`config.mk`:
```
export PLATFORM = sky130hd
export DESIGN_NAME = cidfsk_regs
export DESIGN_NICKNAME = d
export VERILOG_FILES = /design/src/cidfsk_pkg.sv /design/src/cidfsk_regs.sv /design/src/cidfsk_fifo.sv
export SDC_FILE = /design/constraint.sdc
export NUM_CORES = 1
export LEC_CHECK = 0
export BUFFER_PORTS_ARGS = -buffer_cell sky130_fd_sc_hd__buf_2
export CORE_MARGIN = 2
export CORE_UTILIZATION = 58
export CTS_CLUSTER_SIZE = 40
export DETAILED_ROUTE_END_ITERATION = 16
export PLACE_DENSITY = 0.77
export SKIP_LAST_GASP = 1
export SYNTH_ARGS = -nofsm -noshare
export SYNTH_HDL_FRONTEND = slang
export SYNTH_SLANG_ARGS = --single-unit
```
`constraint.sdc`:
```
create_clock -name ref_clk -period 3.2 [get_ports ref_clk]
set_input_delay 0.16 -clock ref_clk [delete_from_list [all_inputs] [get_ports ref_clk]]
set_output_delay 0.16 -clock ref_clk [all_outputs]
set_load 0.1 [all_outputs]
```
`src/cidfsk_pkg.sv`:
```
// Package for the caller-ID FSK and line control register slice.
// Assumes a single 100 MHz clock domain and a command-byte register port.
package cidfsk_pkg;

  localparam int unsigned NCH = 4;

  // Register command codes: low seven bits address, top bit marks a write.
  localparam logic [6:0] ADDR_TX_SLOT   = 7'h00;
  localparam logic [6:0] ADDR_RX_SLOT   = 7'h01;
  localparam logic [6:0] ADDR_LOOP      = 7'h02;
  localparam logic [6:0] ADDR_FLAG_LEN  = 7'h32;
  localparam logic [6:0] ADDR_DATA_LEN  = 7'h33;
  localparam logic [6:0] ADDR_SEIZE_LEN = 7'h34;
  localparam logic [6:0] ADDR_MARK_LEN  = 7'h35;
  localparam logic [6:0] ADDR_FSK_CTRL  = 7'h36;
  localparam logic [6:0] ADDR_IRQ_POL   = 7'h37;
  localparam logic [6:0] ADDR_STATUS    = 7'h39;
  localparam int unsigned CMD_WRITE_BIT = 7;

  // Control register field positions.
  localparam int unsigned CTRL_GO     = 0;
  localparam int unsigned CTRL_TRAIL  = 1;
  localparam int unsigned CTRL_STD    = 2;
  localparam int unsigned CTRL_EN     = 3;
  localparam int unsigned CTRL_CS_LO  = 4;
  localparam int unsigned IRQPOL_BIT  = 4;
  localparam int unsigned HWY_BIT     = 7;

  // Loopback register field positions.
  localparam int unsigned LB_CUT   = 0;
  localparam int unsigned LB_APCM  = 1;
  localparam int unsigned LB_A2M   = 2;
  localparam int unsigned LB_A1M   = 3;
  localparam int unsigned LB_DPCM  = 5;
  localparam int unsigned LB_D2M   = 6;
  localparam logic [7:0]  LB_MASK  = 8'h6F;
  localparam logic [7:0]  CTRL_MASK = 8'h3F;
  localparam logic [7:0]  IRQPOL_MASK = 8'h10;

  localparam logic [7:0] DATA_MAX    = 8'h40;
  localparam logic [7:0] RESET_ZERO  = 8'h00;

  typedef enum logic [2:0] {
    CIDFSK_IDLE  = 3'b000,
    CIDFSK_SEIZE = 3'b001,
    CIDFSK_MARK  = 3'b011,
    CIDFSK_DATA  = 3'b010,
    CIDFSK_FLAG  = 3'b110,
    CIDFSK_TRAIL = 3'b111
  } cidfsk_state_e;

  typedef struct packed {
    logic       go;
    logic       trailing_mark_enable;
    logic       fsk_standard_select;
    logic       fsk_block_enable;
    logic [1:0] fsk_channel_select;
  } cidfsk_ctrl_s;

  typedef struct packed {
    logic       valid;
    logic       bit_value;
    logic       standard;
    logic [1:0] channel;
  } cidfsk_bit_s;

endpackage : cidfsk_pkg

```
`src/cidfsk_regs.sv`:
```
// Caller-ID FSK sequencer and line control register bank.
// Assumes command bytes arrive one per cycle on a strobe, channel mask given beside.
//
// Function
// - Data byte count valid 0..64, larger clamps to 64, zero sends none.
// - Seizure sends 2*field '01' pairs, up to 510, none when zero.
// - Mark phase sends programmed count of one bits, none when zero.
// - Two-bit channel select routes FSK to channel 1..4, channel 1 at reset.
// - FSK function disabled while enable bit is 0, its reset value.
// - Standard bit picks Bell 202 when 0 and V.23 when 1.
// - Trailing mark bit 0 mutes output after the data is sent.
// - Trailing mark bit 1 keeps sending ones until the host clears it.
// - Writing go starts sending; it self-clears after the last byte, or after seizure or mark when the data count is 0.
// - All lengths zero make go return to 0 immediately.
// - Polarity bit makes all interrupts active low at 0, high at 1.
// - Processor-mode status read gives hook on even, ground key on odd bits.
// - Status read clears a pending hook or ground-key interrupt.
// - Circuit-mode status reads zero; status goes via command channel only.
// - Any write to the status address clears all pending interrupts.
// - Transmit slot register: 7-bit slot and highway select bit.
// - Reset slots are 0,1,2,3 for channels 1..4 on highway one.
// - Receive slot register: 7-bit slot and highway select bit.
// - Two digital loopback enables per channel, reset disabled.
// - Three analog loopback enables per channel, reset disabled.
// - Rx_path_disconnect bit 1 disconnects the channel's PCM receive path.
// - Flag run of programmed ones sits between consecutive data bytes.
`timescale 1ns/10ps
module cidfsk_regs
  import cidfsk_pkg::*;
(
  // Clock and reset
  input  wire logic            ref_clk,
  input  wire logic            resetn,
  // Command port
  input  wire logic            cmd_valid,
  input  wire logic [7:0]      cmd_byte,
  input  wire logic [7:0]      cmd_wdata,
  input  wire logic [NCH-1:0]  cmd_chan_mask,
  input  wire logic [1:0]      cmd_chan_sel,
  output logic                 rd_valid,
  output logic      [7:0]      rd_data,
  // Mode and line events
  input  wire logic            circuit_control_port,
  input  wire logic [NCH-1:0]  offhook_flags,
  input  wire logic [NCH-1:0]  ground_key_flags,
  input  wire logic            hook_event,
  output logic                 irq_out,
  output logic                 cmd_channel_irq_a,
  output logic                 cmd_channel_irq_b,
  // FSK message data, one byte per entry
  input  wire logic            msg_valid,
  output logic                 msg_ready,
  input  wire logic [7:0]      msg_data,
  // FSK bit stream to the modulator
  output cidfsk_bit_s          fsk_bit,
  input  wire logic            bit_tick,
  // Per-channel line control
  output logic [NCH*8-1:0]     tx_slot_out,
  output logic [NCH*8-1:0]     rx_slot_out,
  output logic [NCH*8-1:0]     loop_out
);

  logic             is_wr;
  logic [6:0]       addr;
  logic [7:0]       data_len;
  logic [7:0]       seize_len;
  logic [7:0]       mark_len;
  logic [7:0]       flag_len;
  cidfsk_ctrl_s     ctrl;
  logic             irq_pol;
  logic             irq_pend;
  logic [7:0]       tx_slot [NCH];
  logic [7:0]       rx_slot [NCH];
  logic [7:0]       loopb   [NCH];
  cidfsk_state_e    state;
  cidfsk_state_e    next_state;
  logic [9:0]       cnt;
  logic [6:0]       bytes_left;
  logic [2:0]       bit_idx;
  logic             done;
  logic             fifo_valid;
  logic [7:0]       fifo_data;
  logic             fifo_pop;
  logic [7:0]       eff_len;
  logic [7:0]       status_byte;

  assign is_wr = cmd_byte[CMD_WRITE_BIT];
  assign addr  = cmd_byte[6:0];
  assign eff_len = (data_len > DATA_MAX) ? DATA_MAX : data_len;

  // Message bytes queue here so the host can preload ahead of the bit pace.
  cidfsk_fifo #(.WIDTH(8), .DEPTH(8)) u_fifo (
    .ref_clk   (ref_clk),
    .resetn    (resetn),
    .in_valid  (msg_valid),
    .in_ready  (msg_ready),
    .in_data   (msg_data),
    .out_valid (fifo_valid),
    .out_ready (fifo_pop),
    .out_data  (fifo_data)
  );

  always_ff @(posedge ref_clk) begin
    if (!resetn) begin
      data_len  <= RESET_ZERO;
      seize_len <= RESET_ZERO;
      mark_len  <= RESET_ZERO;
      flag_len  <= RESET_ZERO;
      irq_pol   <= 1'b0;
    end else if (cmd_valid && is_wr) begin
      case (addr)
        ADDR_DATA_LEN:  data_len  <= cmd_wdata;
        ADDR_SEIZE_LEN: seize_len <= cmd_wdata;
        ADDR_MARK_LEN:  mark_len  <= cmd_wdata;
        ADDR_FLAG_LEN:  flag_len  <= cmd_wdata;
        ADDR_IRQ_POL:   irq_pol   <= cmd_wdata[IRQPOL_BIT];
        default: ;
      endcase
    end
  end

  // Control register; go self-clears when the sequencer finishes.
  always_ff @(posedge ref_clk) begin
    if (!resetn) begin
      ctrl <= '0;
    end else if (cmd_valid && is_wr && addr == ADDR_FSK_CTRL) begin
      ctrl.fsk_channel_select   <= cmd_wdata[CTRL_CS_LO +: 2];
      ctrl.fsk_block_enable     <= cmd_wdata[CTRL_EN];
      ctrl.fsk_standard_select  <= cmd_wdata[CTRL_STD];
      ctrl.trailing_mark_enable <= cmd_wdata[CTRL_TRAIL];
      ctrl.go                   <= cmd_wdata[CTRL_GO];
    end else if (done) begin
      ctrl.go <= 1'b0;
    end
  end

  // Sequencer walks seizure, mark, data, flags, trailing mark.
  always_comb begin
    next_state = state;
    case (state)
      CIDFSK_IDLE: begin
        // Leave idle only on a tick, so the first bit stands a whole bit period.
        if (ctrl.go && ctrl.fsk_block_enable && bit_tick) begin
          if (seize_len != '0) next_state = CIDFSK_SEIZE;
          else if (mark_len != '0) next_state = CIDFSK_MARK;
          else if (eff_len != '0) next_state = CIDFSK_DATA;
          else next_state = CIDFSK_IDLE;
        end
      end
      CIDFSK_SEIZE: begin
        if (bit_tick && cnt == 10'd1) begin
          if (mark_len != '0) next_state = CIDFSK_MARK;
          else if (eff_len != '0) next_state = CIDFSK_DATA;
          else next_state = ctrl.trailing_mark_enable ? CIDFSK_TRAIL : CIDFSK_IDLE;
        end
      end
      CIDFSK_MARK: begin
        if (bit_tick && cnt == 10'd1) begin
          if (eff_len != '0) next_state = CIDFSK_DATA;
          else next_state = ctrl.trailing_mark_enable ? CIDFSK_TRAIL : CIDFSK_IDLE;
        end
      end
      CIDFSK_DATA: begin
        if (bit_tick && bit_idx == 3'd7) begin
          if (bytes_left == 7'd1) begin
            next_state = ctrl.trailing_mark_enable ? CIDFSK_TRAIL : CIDFSK_IDLE;
          end else if (flag_len != '0) begin
            next_state = CIDFSK_FLAG;
          end
        end
      end
      CIDFSK_FLAG: begin
        if (bit_tick && cnt == 10'd1) next_state = CIDFSK_DATA;
      end
      CIDFSK_TRAIL: begin
        if (!ctrl.trailing_mark_enable) next_state = CIDFSK_IDLE;
      end
      default: next_state = CIDFSK_IDLE;
    endcase
    if (!ctrl.fsk_block_enable) next_state = CIDFSK_IDLE;
  end

  // Go clears as the last seizure, mark or data bit ends, or at once when seizure, mark and data counts are all zero.
  assign done = ctrl.go && ((state != CIDFSK_IDLE && state != CIDFSK_TRAIL
                && next_state inside {CIDFSK_IDLE, CIDFSK_TRAIL})
                || (state == CIDFSK_IDLE && seize_len == '0 && mark_len == '0
                && eff_len == '0));
  assign fifo_pop = state == CIDFSK_DATA && bit_tick && bit_idx == 3'd7 && fifo_valid;

  always_ff @(posedge ref_clk) begin
    if (!resetn) begin
      state      <= CIDFSK_IDLE;
      cnt        <= '0;
      bit_idx    <= '0;
      bytes_left <= '0;
    end else begin
      state <= next_state;
      if (state == CIDFSK_IDLE) begin
        bytes_left <= eff_len[6:0];
        bit_idx    <= '0;
        // Twice the field in '01' pairs, so four bits per count.
        cnt        <= (seize_len != '0) ? {seize_len, 2'b00} : {2'b00, mark_len};
      end else if (bit_tick) begin
        if (state == CIDFSK_DATA) begin
          bit_idx <= bit_idx + 3'd1;
          if (bit_idx == 3'd7) begin
            bytes_left <= bytes_left - 7'd1;
            cnt        <= {2'b00, flag_len};
          end
        end else if (state == CIDFSK_SEIZE && cnt == 10'd1) begin
          cnt <= {2'b00, mark_len};
        end else if (cnt != '0) begin
          cnt <= cnt - 10'd1;
        end
      end
    end
  end

  // Bit stream; seizure alternates 0 then 1, data sends byte bits LSB first, mark, flags and trailing mark send ones.
  always_ff @(posedge ref_clk) begin
    if (!resetn) begin
      fsk_bit <= '0;
    end else begin
      fsk_bit.standard  <= ctrl.fsk_standard_select;
      fsk_bit.channel   <= ctrl.fsk_channel_select;
      fsk_bit.valid     <= state != CIDFSK_IDLE;
      case (state)
        CIDFSK_SEIZE: fsk_bit.bit_value <= cnt[0];
        CIDFSK_DATA:  fsk_bit.bit_value <= fifo_valid ? fifo_data[bit_idx] : 1'b1;
        CIDFSK_IDLE:  fsk_bit.bit_value <= 1'b0;
        default:      fsk_bit.bit_value <= 1'b1;
      endcase
    end
  end

  // Hook event stays pending until status is read or written; a new event wins.
  always_ff @(posedge ref_clk) begin
    if (!resetn) begin
      irq_pend <= 1'b0;
    end else if (hook_event) begin
      irq_pend <= 1'b1;
    end else if (cmd_valid && addr == ADDR_STATUS) begin
      irq_pend <= 1'b0;
    end
  end

  always_ff @(posedge ref_clk) begin
    if (!resetn) begin
      irq_out           <= 1'b1;
      cmd_channel_irq_a <= 1'b1;
      cmd_channel_irq_b <= 1'b1;
    end else begin
      irq_out           <= irq_pend ~^ irq_pol;
      cmd_channel_irq_a <= irq_pend ~^ irq_pol;
      cmd_channel_irq_b <= irq_pend ~^ irq_pol;
    end
  end

  genvar g;
  generate
    for (g = 0; g < NCH; g++) begin : g_ch
      assign status_byte[2*g]   = offhook_flags[g];
      assign status_byte[2*g+1] = ground_key_flags[g];
      always_ff @(posedge ref_clk) begin
        if (!resetn) begin
          tx_slot[g] <= 8'(g);
          rx_slot[g] <= 8'(g);
          loopb[g]   <= RESET_ZERO;
        end else if (cmd_valid && is_wr && cmd_chan_mask[g]) begin
          if (addr == ADDR_TX_SLOT && !circuit_control_port) tx_slot[g] <= cmd_wdata;
          if (addr == ADDR_RX_SLOT && !circuit_control_port) rx_slot[g] <= cmd_wdata;
          if (addr == ADDR_LOOP) begin
            loopb[g] <= circuit_control_port
                      ? (cmd_wdata & LB_MASK & ~(8'h01 << LB_APCM) & ~(8'h01 << LB_DPCM))
                      : (cmd_wdata & LB_MASK);
          end
        end
      end
      always_ff @(posedge ref_clk) begin
        if (!resetn) begin
          tx_slot_out[g*8 +: 8] <= 8'(g);
          rx_slot_out[g*8 +: 8] <= 8'(g);
          loop_out[g*8 +: 8]    <= RESET_ZERO;
        end else begin
          tx_slot_out[g*8 +: 8] <= tx_slot[g];
          rx_slot_out[g*8 +: 8] <= rx_slot[g];
          loop_out[g*8 +: 8]    <= loopb[g];
        end
      end
    end
  endgenerate

  always_ff @(posedge ref_clk) begin
    if (!resetn) begin
      rd_valid <= 1'b0;
      rd_data  <= RESET_ZERO;
    end else begin
      rd_valid <= cmd_valid && !is_wr;
      case (addr)
        ADDR_DATA_LEN:  rd_data <= data_len;
        ADDR_SEIZE_LEN: rd_data <= seize_len;
        ADDR_MARK_LEN:  rd_data <= mark_len;
        ADDR_FLAG_LEN:  rd_data <= flag_len;
        ADDR_FSK_CTRL:  rd_data <= {2'b00, ctrl.fsk_channel_select, ctrl.fsk_block_enable,
                                    ctrl.fsk_standard_select, ctrl.trailing_mark_enable,
                                    ctrl.go};
        ADDR_IRQ_POL:   rd_data <= {3'b000, irq_pol, 4'h0};
        ADDR_STATUS:    rd_data <= circuit_control_port ? RESET_ZERO : status_byte;
        ADDR_TX_SLOT:   rd_data <= tx_slot[cmd_chan_sel];
        ADDR_RX_SLOT:   rd_data <= rx_slot[cmd_chan_sel];
        ADDR_LOOP:      rd_data <= loopb[cmd_chan_sel];
        default:        rd_data <= RESET_ZERO;
      endcase
    end
  end

  a_circuit_slot_hold: assert property (@(posedge ref_clk) disable iff (!resetn)
    cmd_valid && is_wr && circuit_control_port |=> $stable(tx_slot[0]) && $stable(rx_slot[0]))
    else $error("slot written in circuit mode");
  a_go_clears_empty: assert property (@(posedge ref_clk) disable iff (!resetn)
    ctrl.go && state == CIDFSK_IDLE && seize_len == '0 && mark_len == '0 && data_len == '0
    && !(cmd_valid && is_wr) |=> !ctrl.go) else $error("go stuck");
  a_irq_pol: assert property (@(posedge ref_clk) disable iff (!resetn)
    $past(irq_pend) && $past(irq_pol) |-> irq_out) else $error("irq polarity wrong");
  a_status_clear: assert property (@(posedge ref_clk) disable iff (!resetn)
    cmd_valid && addr == ADDR_STATUS && !hook_event |=> !irq_pend)
    else $error("status access did not clear");
  a_gci_zero: assert property (@(posedge ref_clk) disable iff (!resetn)
    cmd_valid && !is_wr && addr == ADDR_STATUS && circuit_control_port |=> rd_data == 8'h00)
    else $error("status not zero in circuit mode");
  a_disabled_idle: assert property (@(posedge ref_clk) disable iff (!resetn)
    !ctrl.fsk_block_enable |=> state == CIDFSK_IDLE) else $error("FSK ran disabled");
  a_mute: assert property (@(posedge ref_clk) disable iff (!resetn)
    state == CIDFSK_IDLE |=> !fsk_bit.valid) else $error("output not muted");
  a_clamp: assert property (@(posedge ref_clk) disable iff (!resetn)
    eff_len <= DATA_MAX) else $error("data count not clamped");
  a_trail_ones: assert property (@(posedge ref_clk) disable iff (!resetn)
    state == CIDFSK_TRAIL |=> fsk_bit.bit_value) else $error("trailing mark not one");
endmodule : cidfsk_regs

```
`src/cidfsk_fifo.sv`:
```
// Small flop FIFO with valid/ready on both sides.
// Assumes one clock and a synchronous active-low reset.
`timescale 1ns/10ps
module cidfsk_fifo #(
  parameter int unsigned WIDTH = 8,
  parameter int unsigned DEPTH = 8
) (
  // Clock and reset
  input  wire logic             ref_clk,
  input  wire logic             resetn,
  // Fill side
  input  wire logic             in_valid,
  output logic                  in_ready,
  input  wire logic [WIDTH-1:0] in_data,
  // Drain side
  output logic                  out_valid,
  input  wire logic             out_ready,
  output logic      [WIDTH-1:0] out_data
);
  localparam int unsigned AW = $clog2(DEPTH);
  logic [WIDTH-1:0] mem [DEPTH];
  logic [AW-1:0]    wr_ptr;
  logic [AW-1:0]    rd_ptr;
  logic [AW:0]      count;
  logic             push;
  logic             pop;

  assign in_ready  = count != (AW+1)'(DEPTH);
  assign out_valid = count != '0;
  assign out_data  = mem[rd_ptr];
  assign push      = in_valid && in_ready;
  assign pop       = out_valid && out_ready;

  always_ff @(posedge ref_clk) begin
    if (push) begin
      mem[wr_ptr] <= in_data;
    end
  end

  always_ff @(posedge ref_clk) begin
    if (!resetn) begin
      wr_ptr <= '0;
      rd_ptr <= '0;
      count  <= '0;
    end else begin
      if (push) begin
        wr_ptr <= (wr_ptr == AW'(DEPTH - 1)) ? '0 : wr_ptr + 1'b1;
      end
      if (pop) begin
        rd_ptr <= (rd_ptr == AW'(DEPTH - 1)) ? '0 : rd_ptr + 1'b1;
      end
      count <= count + (AW+1)'(push) - (AW+1)'(pop);
    end
  end
endmodule : cidfsk_fifo

```
==> impl_metrics.tcl <==
set metrics [dict create \
    clk_latency_ns 0.51 \
    grt_max_degree 78 \
    root_buffer "clkbuf_16" \
    core_um2 23500 \
    power.total_w 0.00992 \
    drv_cap 0 \
    clk_pin_slew_ns 0.06 \
    cts_tree "built" \
    path_max_fanout 7 \
    vdd_drop_max_mv 0.507 \
    worst_slew_pin_slew_ns 1.00 \
    synth_edf_count 152 \
    dpl_cell_area_um2 15000 \
    portBuffers 150 \
    via_count 9625 \
    gp_congestion 0.843 \
    die_w_um 159 \
    drt_drc_violations_left 0 \
    clock_sinks 331 \
    async_flop_share_pct 0 \
    ant_nets 0 \
    grt_overflow 0 \
    drtIter0Drc 866 \
    syn-mean-instance-area_um2 12.2 \
    detail_route.vias_per_cell 5.82 \
    dieArea_um2 25200 \
    critPathLaunchType "flop" \
    ios 159 \
    endpoint_kind "flop" \
    antennaDiodeCount 0 \
    setup-tns-final_ns 0 \
    fillCellCount 1645 \
    setup_viol_count_final 0 \
    dpl.hpwl_um 23500 \
    hold_viol_final 0 \
    holdCritPathClass "in2reg" \
    power_leakage_nw 6.26 \
    finalCritPeriodShare_pct 80.9 \
    critical_path_required_ns 3.59 \
    rsz0062_at_grt "no" \
    stdcell_area_um2 16300 \
    ys_seq_area_share_pct 58.6 \
    power.density_nw_per_um2 608 \
    status "finished, final reports clean" \
    ys_ff_latch 331 \
    rows 56 \
    drv_slew 0 \
    antenna_found_initial 0 \
    fmax_ghz 0.386 \
    skew_ns 0.0164 \
    first_pass_iters 6 \
    synthesis.instances 1142 \
    nets 1373 \
    cts_made_buffers 34 \
    grt_pass1_wl_um 51900 \
    syn_area_um2 13900 \
    stdcell_count 1654 \
    wirelength_um 33700 \
    yosys_most_used_dff "dfxtp_1" \
    grt_pass1_vias 9198 \
    clockBufferDepth 3 \
    htreeDepth 2 \
    area_delta_synth_final_pct 17.3 \
    critPathKind "reg2reg" \
    ys_types 64 \
    placedCellCount 1579 \
    crit_arrival_ns 2.98 \
    track_usage_pct 26.2 \
    die_h_um 159 \
    slew-limit-headroom_pct 32.3 \
    drive_gt1_share_pct 21.3 \
    ys_warn_count 0 \
    wl_per_cell_um 20.4 \
    initial_core_util_pct 59.2 \
    period_needed_ns 2.59 \
]
routing by layer:
layer  global-route usage, %  up-vias  wire length [um]
met4                    6.84        0               660
li1                        -     4443                 -
met5                       0        -                 0
met1                    36.9     4644             14100
met2                    42.4      475             16100
met3                    4.75       63              2820
stage by stage:
step,hold slack [ns],util [%],setup slack [ns]
3_3_place_gp,0.401,63.9,0.732
3_5_place_dp,0.419,63.9,0.594
6_report,0.0670,69.5,0.612
5_1_grt,0.0643,69.5,0.348
2_1_floorplan,0.259,-,0.367
4_1_cts,0.0399,69.5,0.585
worst paths after layout:
| check | cells after the start | start | slack [ns] | end |
|---|---|---|---|---|
| min | 3 | offhook_flags[0] | 0.07 | rd_data[0] |
| max | 11 | bit_idx[0] | 0.61 | u_fifo.count[2] |
| max reg2reg | 11 | bit_idx[0] | 0.61 | u_fifo.count[2] |
| min reg2reg | 1 | tx_slot[2][1] | 0.47 | tx_slot_out[17] |
area by class of cell:
type | count | area (um^2) | share of cell area, %
clock inverter | 15 | 181 | 1.11
clock buffer | 46 | 992 | 6.08
multi-input combinational | 727 | 5380 | 33.0
inverter | 18 | 67.6 | 0.414
sequential | 331 | 8150 | 49.9
tap | 319 | 399 | 2.45
timing repair buffer | 198 | 1150 | 7.04
cell usage after synthesis (all sizes together) (3+ instances only):
cell type,n,area [um^2]
a211oi,4,30.0
a21boi,12,90.1
a21oi,17,85.1
a221oi,5,43.8
a222oi,3,30.0
a22oi,13,97.6
a31oi,13,81.3
and2,162,1010
and3,5,31.3
buf,21,141
clkbuf,52,196
dfxtp,179,3580
edfxtp,152,4560
ha,17,213
inv,18,67.6
mux2,9,101
mux2i,39,390
mux4,42,998
nand2,89,334
nand2b,13,81.3
nand3,23,115
nand4,7,43.8
nor2,46,173
nor2b,45,282
nor3,25,135
nor3b,3,22.5
nor4,11,111
o2111ai,3,26.3
o211a,9,90.1
o211ai,13,97.6
o21a,3,22.5
o21ai,41,205
or3,9,56.3
or4,3,22.5
xnor2,6,52.6
xor2,5,43.8
worst max-delay path: stages, from the launching register on:
cell,delay (ns)
dfxtp_1,0.51
ha_1,0.21
ha_1,0.23
nand3_1,0.18
inv_1,0.15
ha_1,0.24
inv_1,0.06
ha_1,0.16
inv_1,0.06
fa_1,0.40
xnor2_1,0.13
and2_1,0.16
layout by cell type, fill, tap and decap left out, types with 8 or more instances in the layout:
| master | netlist | routed |
|---|---|---|
| a21boi_0 | 12 | 12 |
| dlygate4sd3_1 | 0 | 14 |
| mux4_1 | 14 | 14 |
| a22oi_1 | 13 | 13 |
| o211a_1 | 9 | 9 |
| nand3_1 | 23 | 23 |
| conb_1 | 1 | 8 |
| ha_1 | 17 | 17 |
| nor2b_1 | 45 | 45 |
| buf_2 | 5 | 149 |
| mux2_2 | 9 | 9 |
| inv_1 | 18 | 18 |
| or3_1 | 9 | 9 |
| o21ai_0 | 40 | 39 |
| mux4_2 | 28 | 28 |
| clkbuf_16 | 0 | 36 |
| nand2b_1 | 13 | 13 |
| nand2_1 | 89 | 89 |
| a21oi_1 | 17 | 17 |
| nor3_1 | 23 | 23 |
| a31oi_1 | 13 | 13 |
| o211ai_1 | 13 | 13 |
| nor2_1 | 46 | 46 |
| dfxtp_1 | 179 | 179 |
| mux2i_1 | 39 | 39 |
| edfxtp_1 | 152 | 152 |
| buf_4 | 10 | 35 |
| and2_1 | 162 | 162 |
sequential cells by signal (all words and copies together), names as in the netlist, 3 cells and up, named ones only:
| signal | flops |
|---|---|
| cnt | 10 |
| data_len | 8 |
| state | 3 |
| seize_len | 8 |
| loop_out | 24 |
| rx_slot | 32 |
| rd_data | 8 |
| tx_slot_out | 32 |
| fsk_bit | 5 |
| rx_slot_out | 32 |
| u_fifo.mem | 64 |
| mark_len | 8 |
| bytes_left | 7 |
| u_fifo.count | 4 |
| loopb | 24 |
| ctrl | 6 |
| bit_idx | 3 |
| u_fifo.wr_ptr | 3 |
| tx_slot | 32 |
| flag_len | 8 |
| u_fifo.rd_ptr | 3 |
report_power, final:
part           internal (W)  switching [W]
Clock               0.00250        0.00160
Combinational      0.000281       0.000859
Sequential          0.00459      0.0000743
kinds of logic (layout without fill, tap and decap cells):
kind of cell             count (synthesis)  count (layout)  share of synthesized area (%)
buffers and inverters                   91             277                           2.92
multiplexers                            90              90                           10.7
flip-flops                             331             331                           58.6
other                                    1               8                         0.0270
adder cells (fa/ha/maj)                 18              18                           1.67
AO/OA/AOI/OAI                          150             150                           7.42
AND/OR/NAND/NOR                        450             450                           18.0
XOR/XNOR                                11              11                          0.693
what timing repair did:
item	CTS	global route
resized for setup	0	0
hold buffers	14	0
endpoints found under the hold margin	69	0
buffers inserted	0	0
Power figures use the tool's default switching activity.
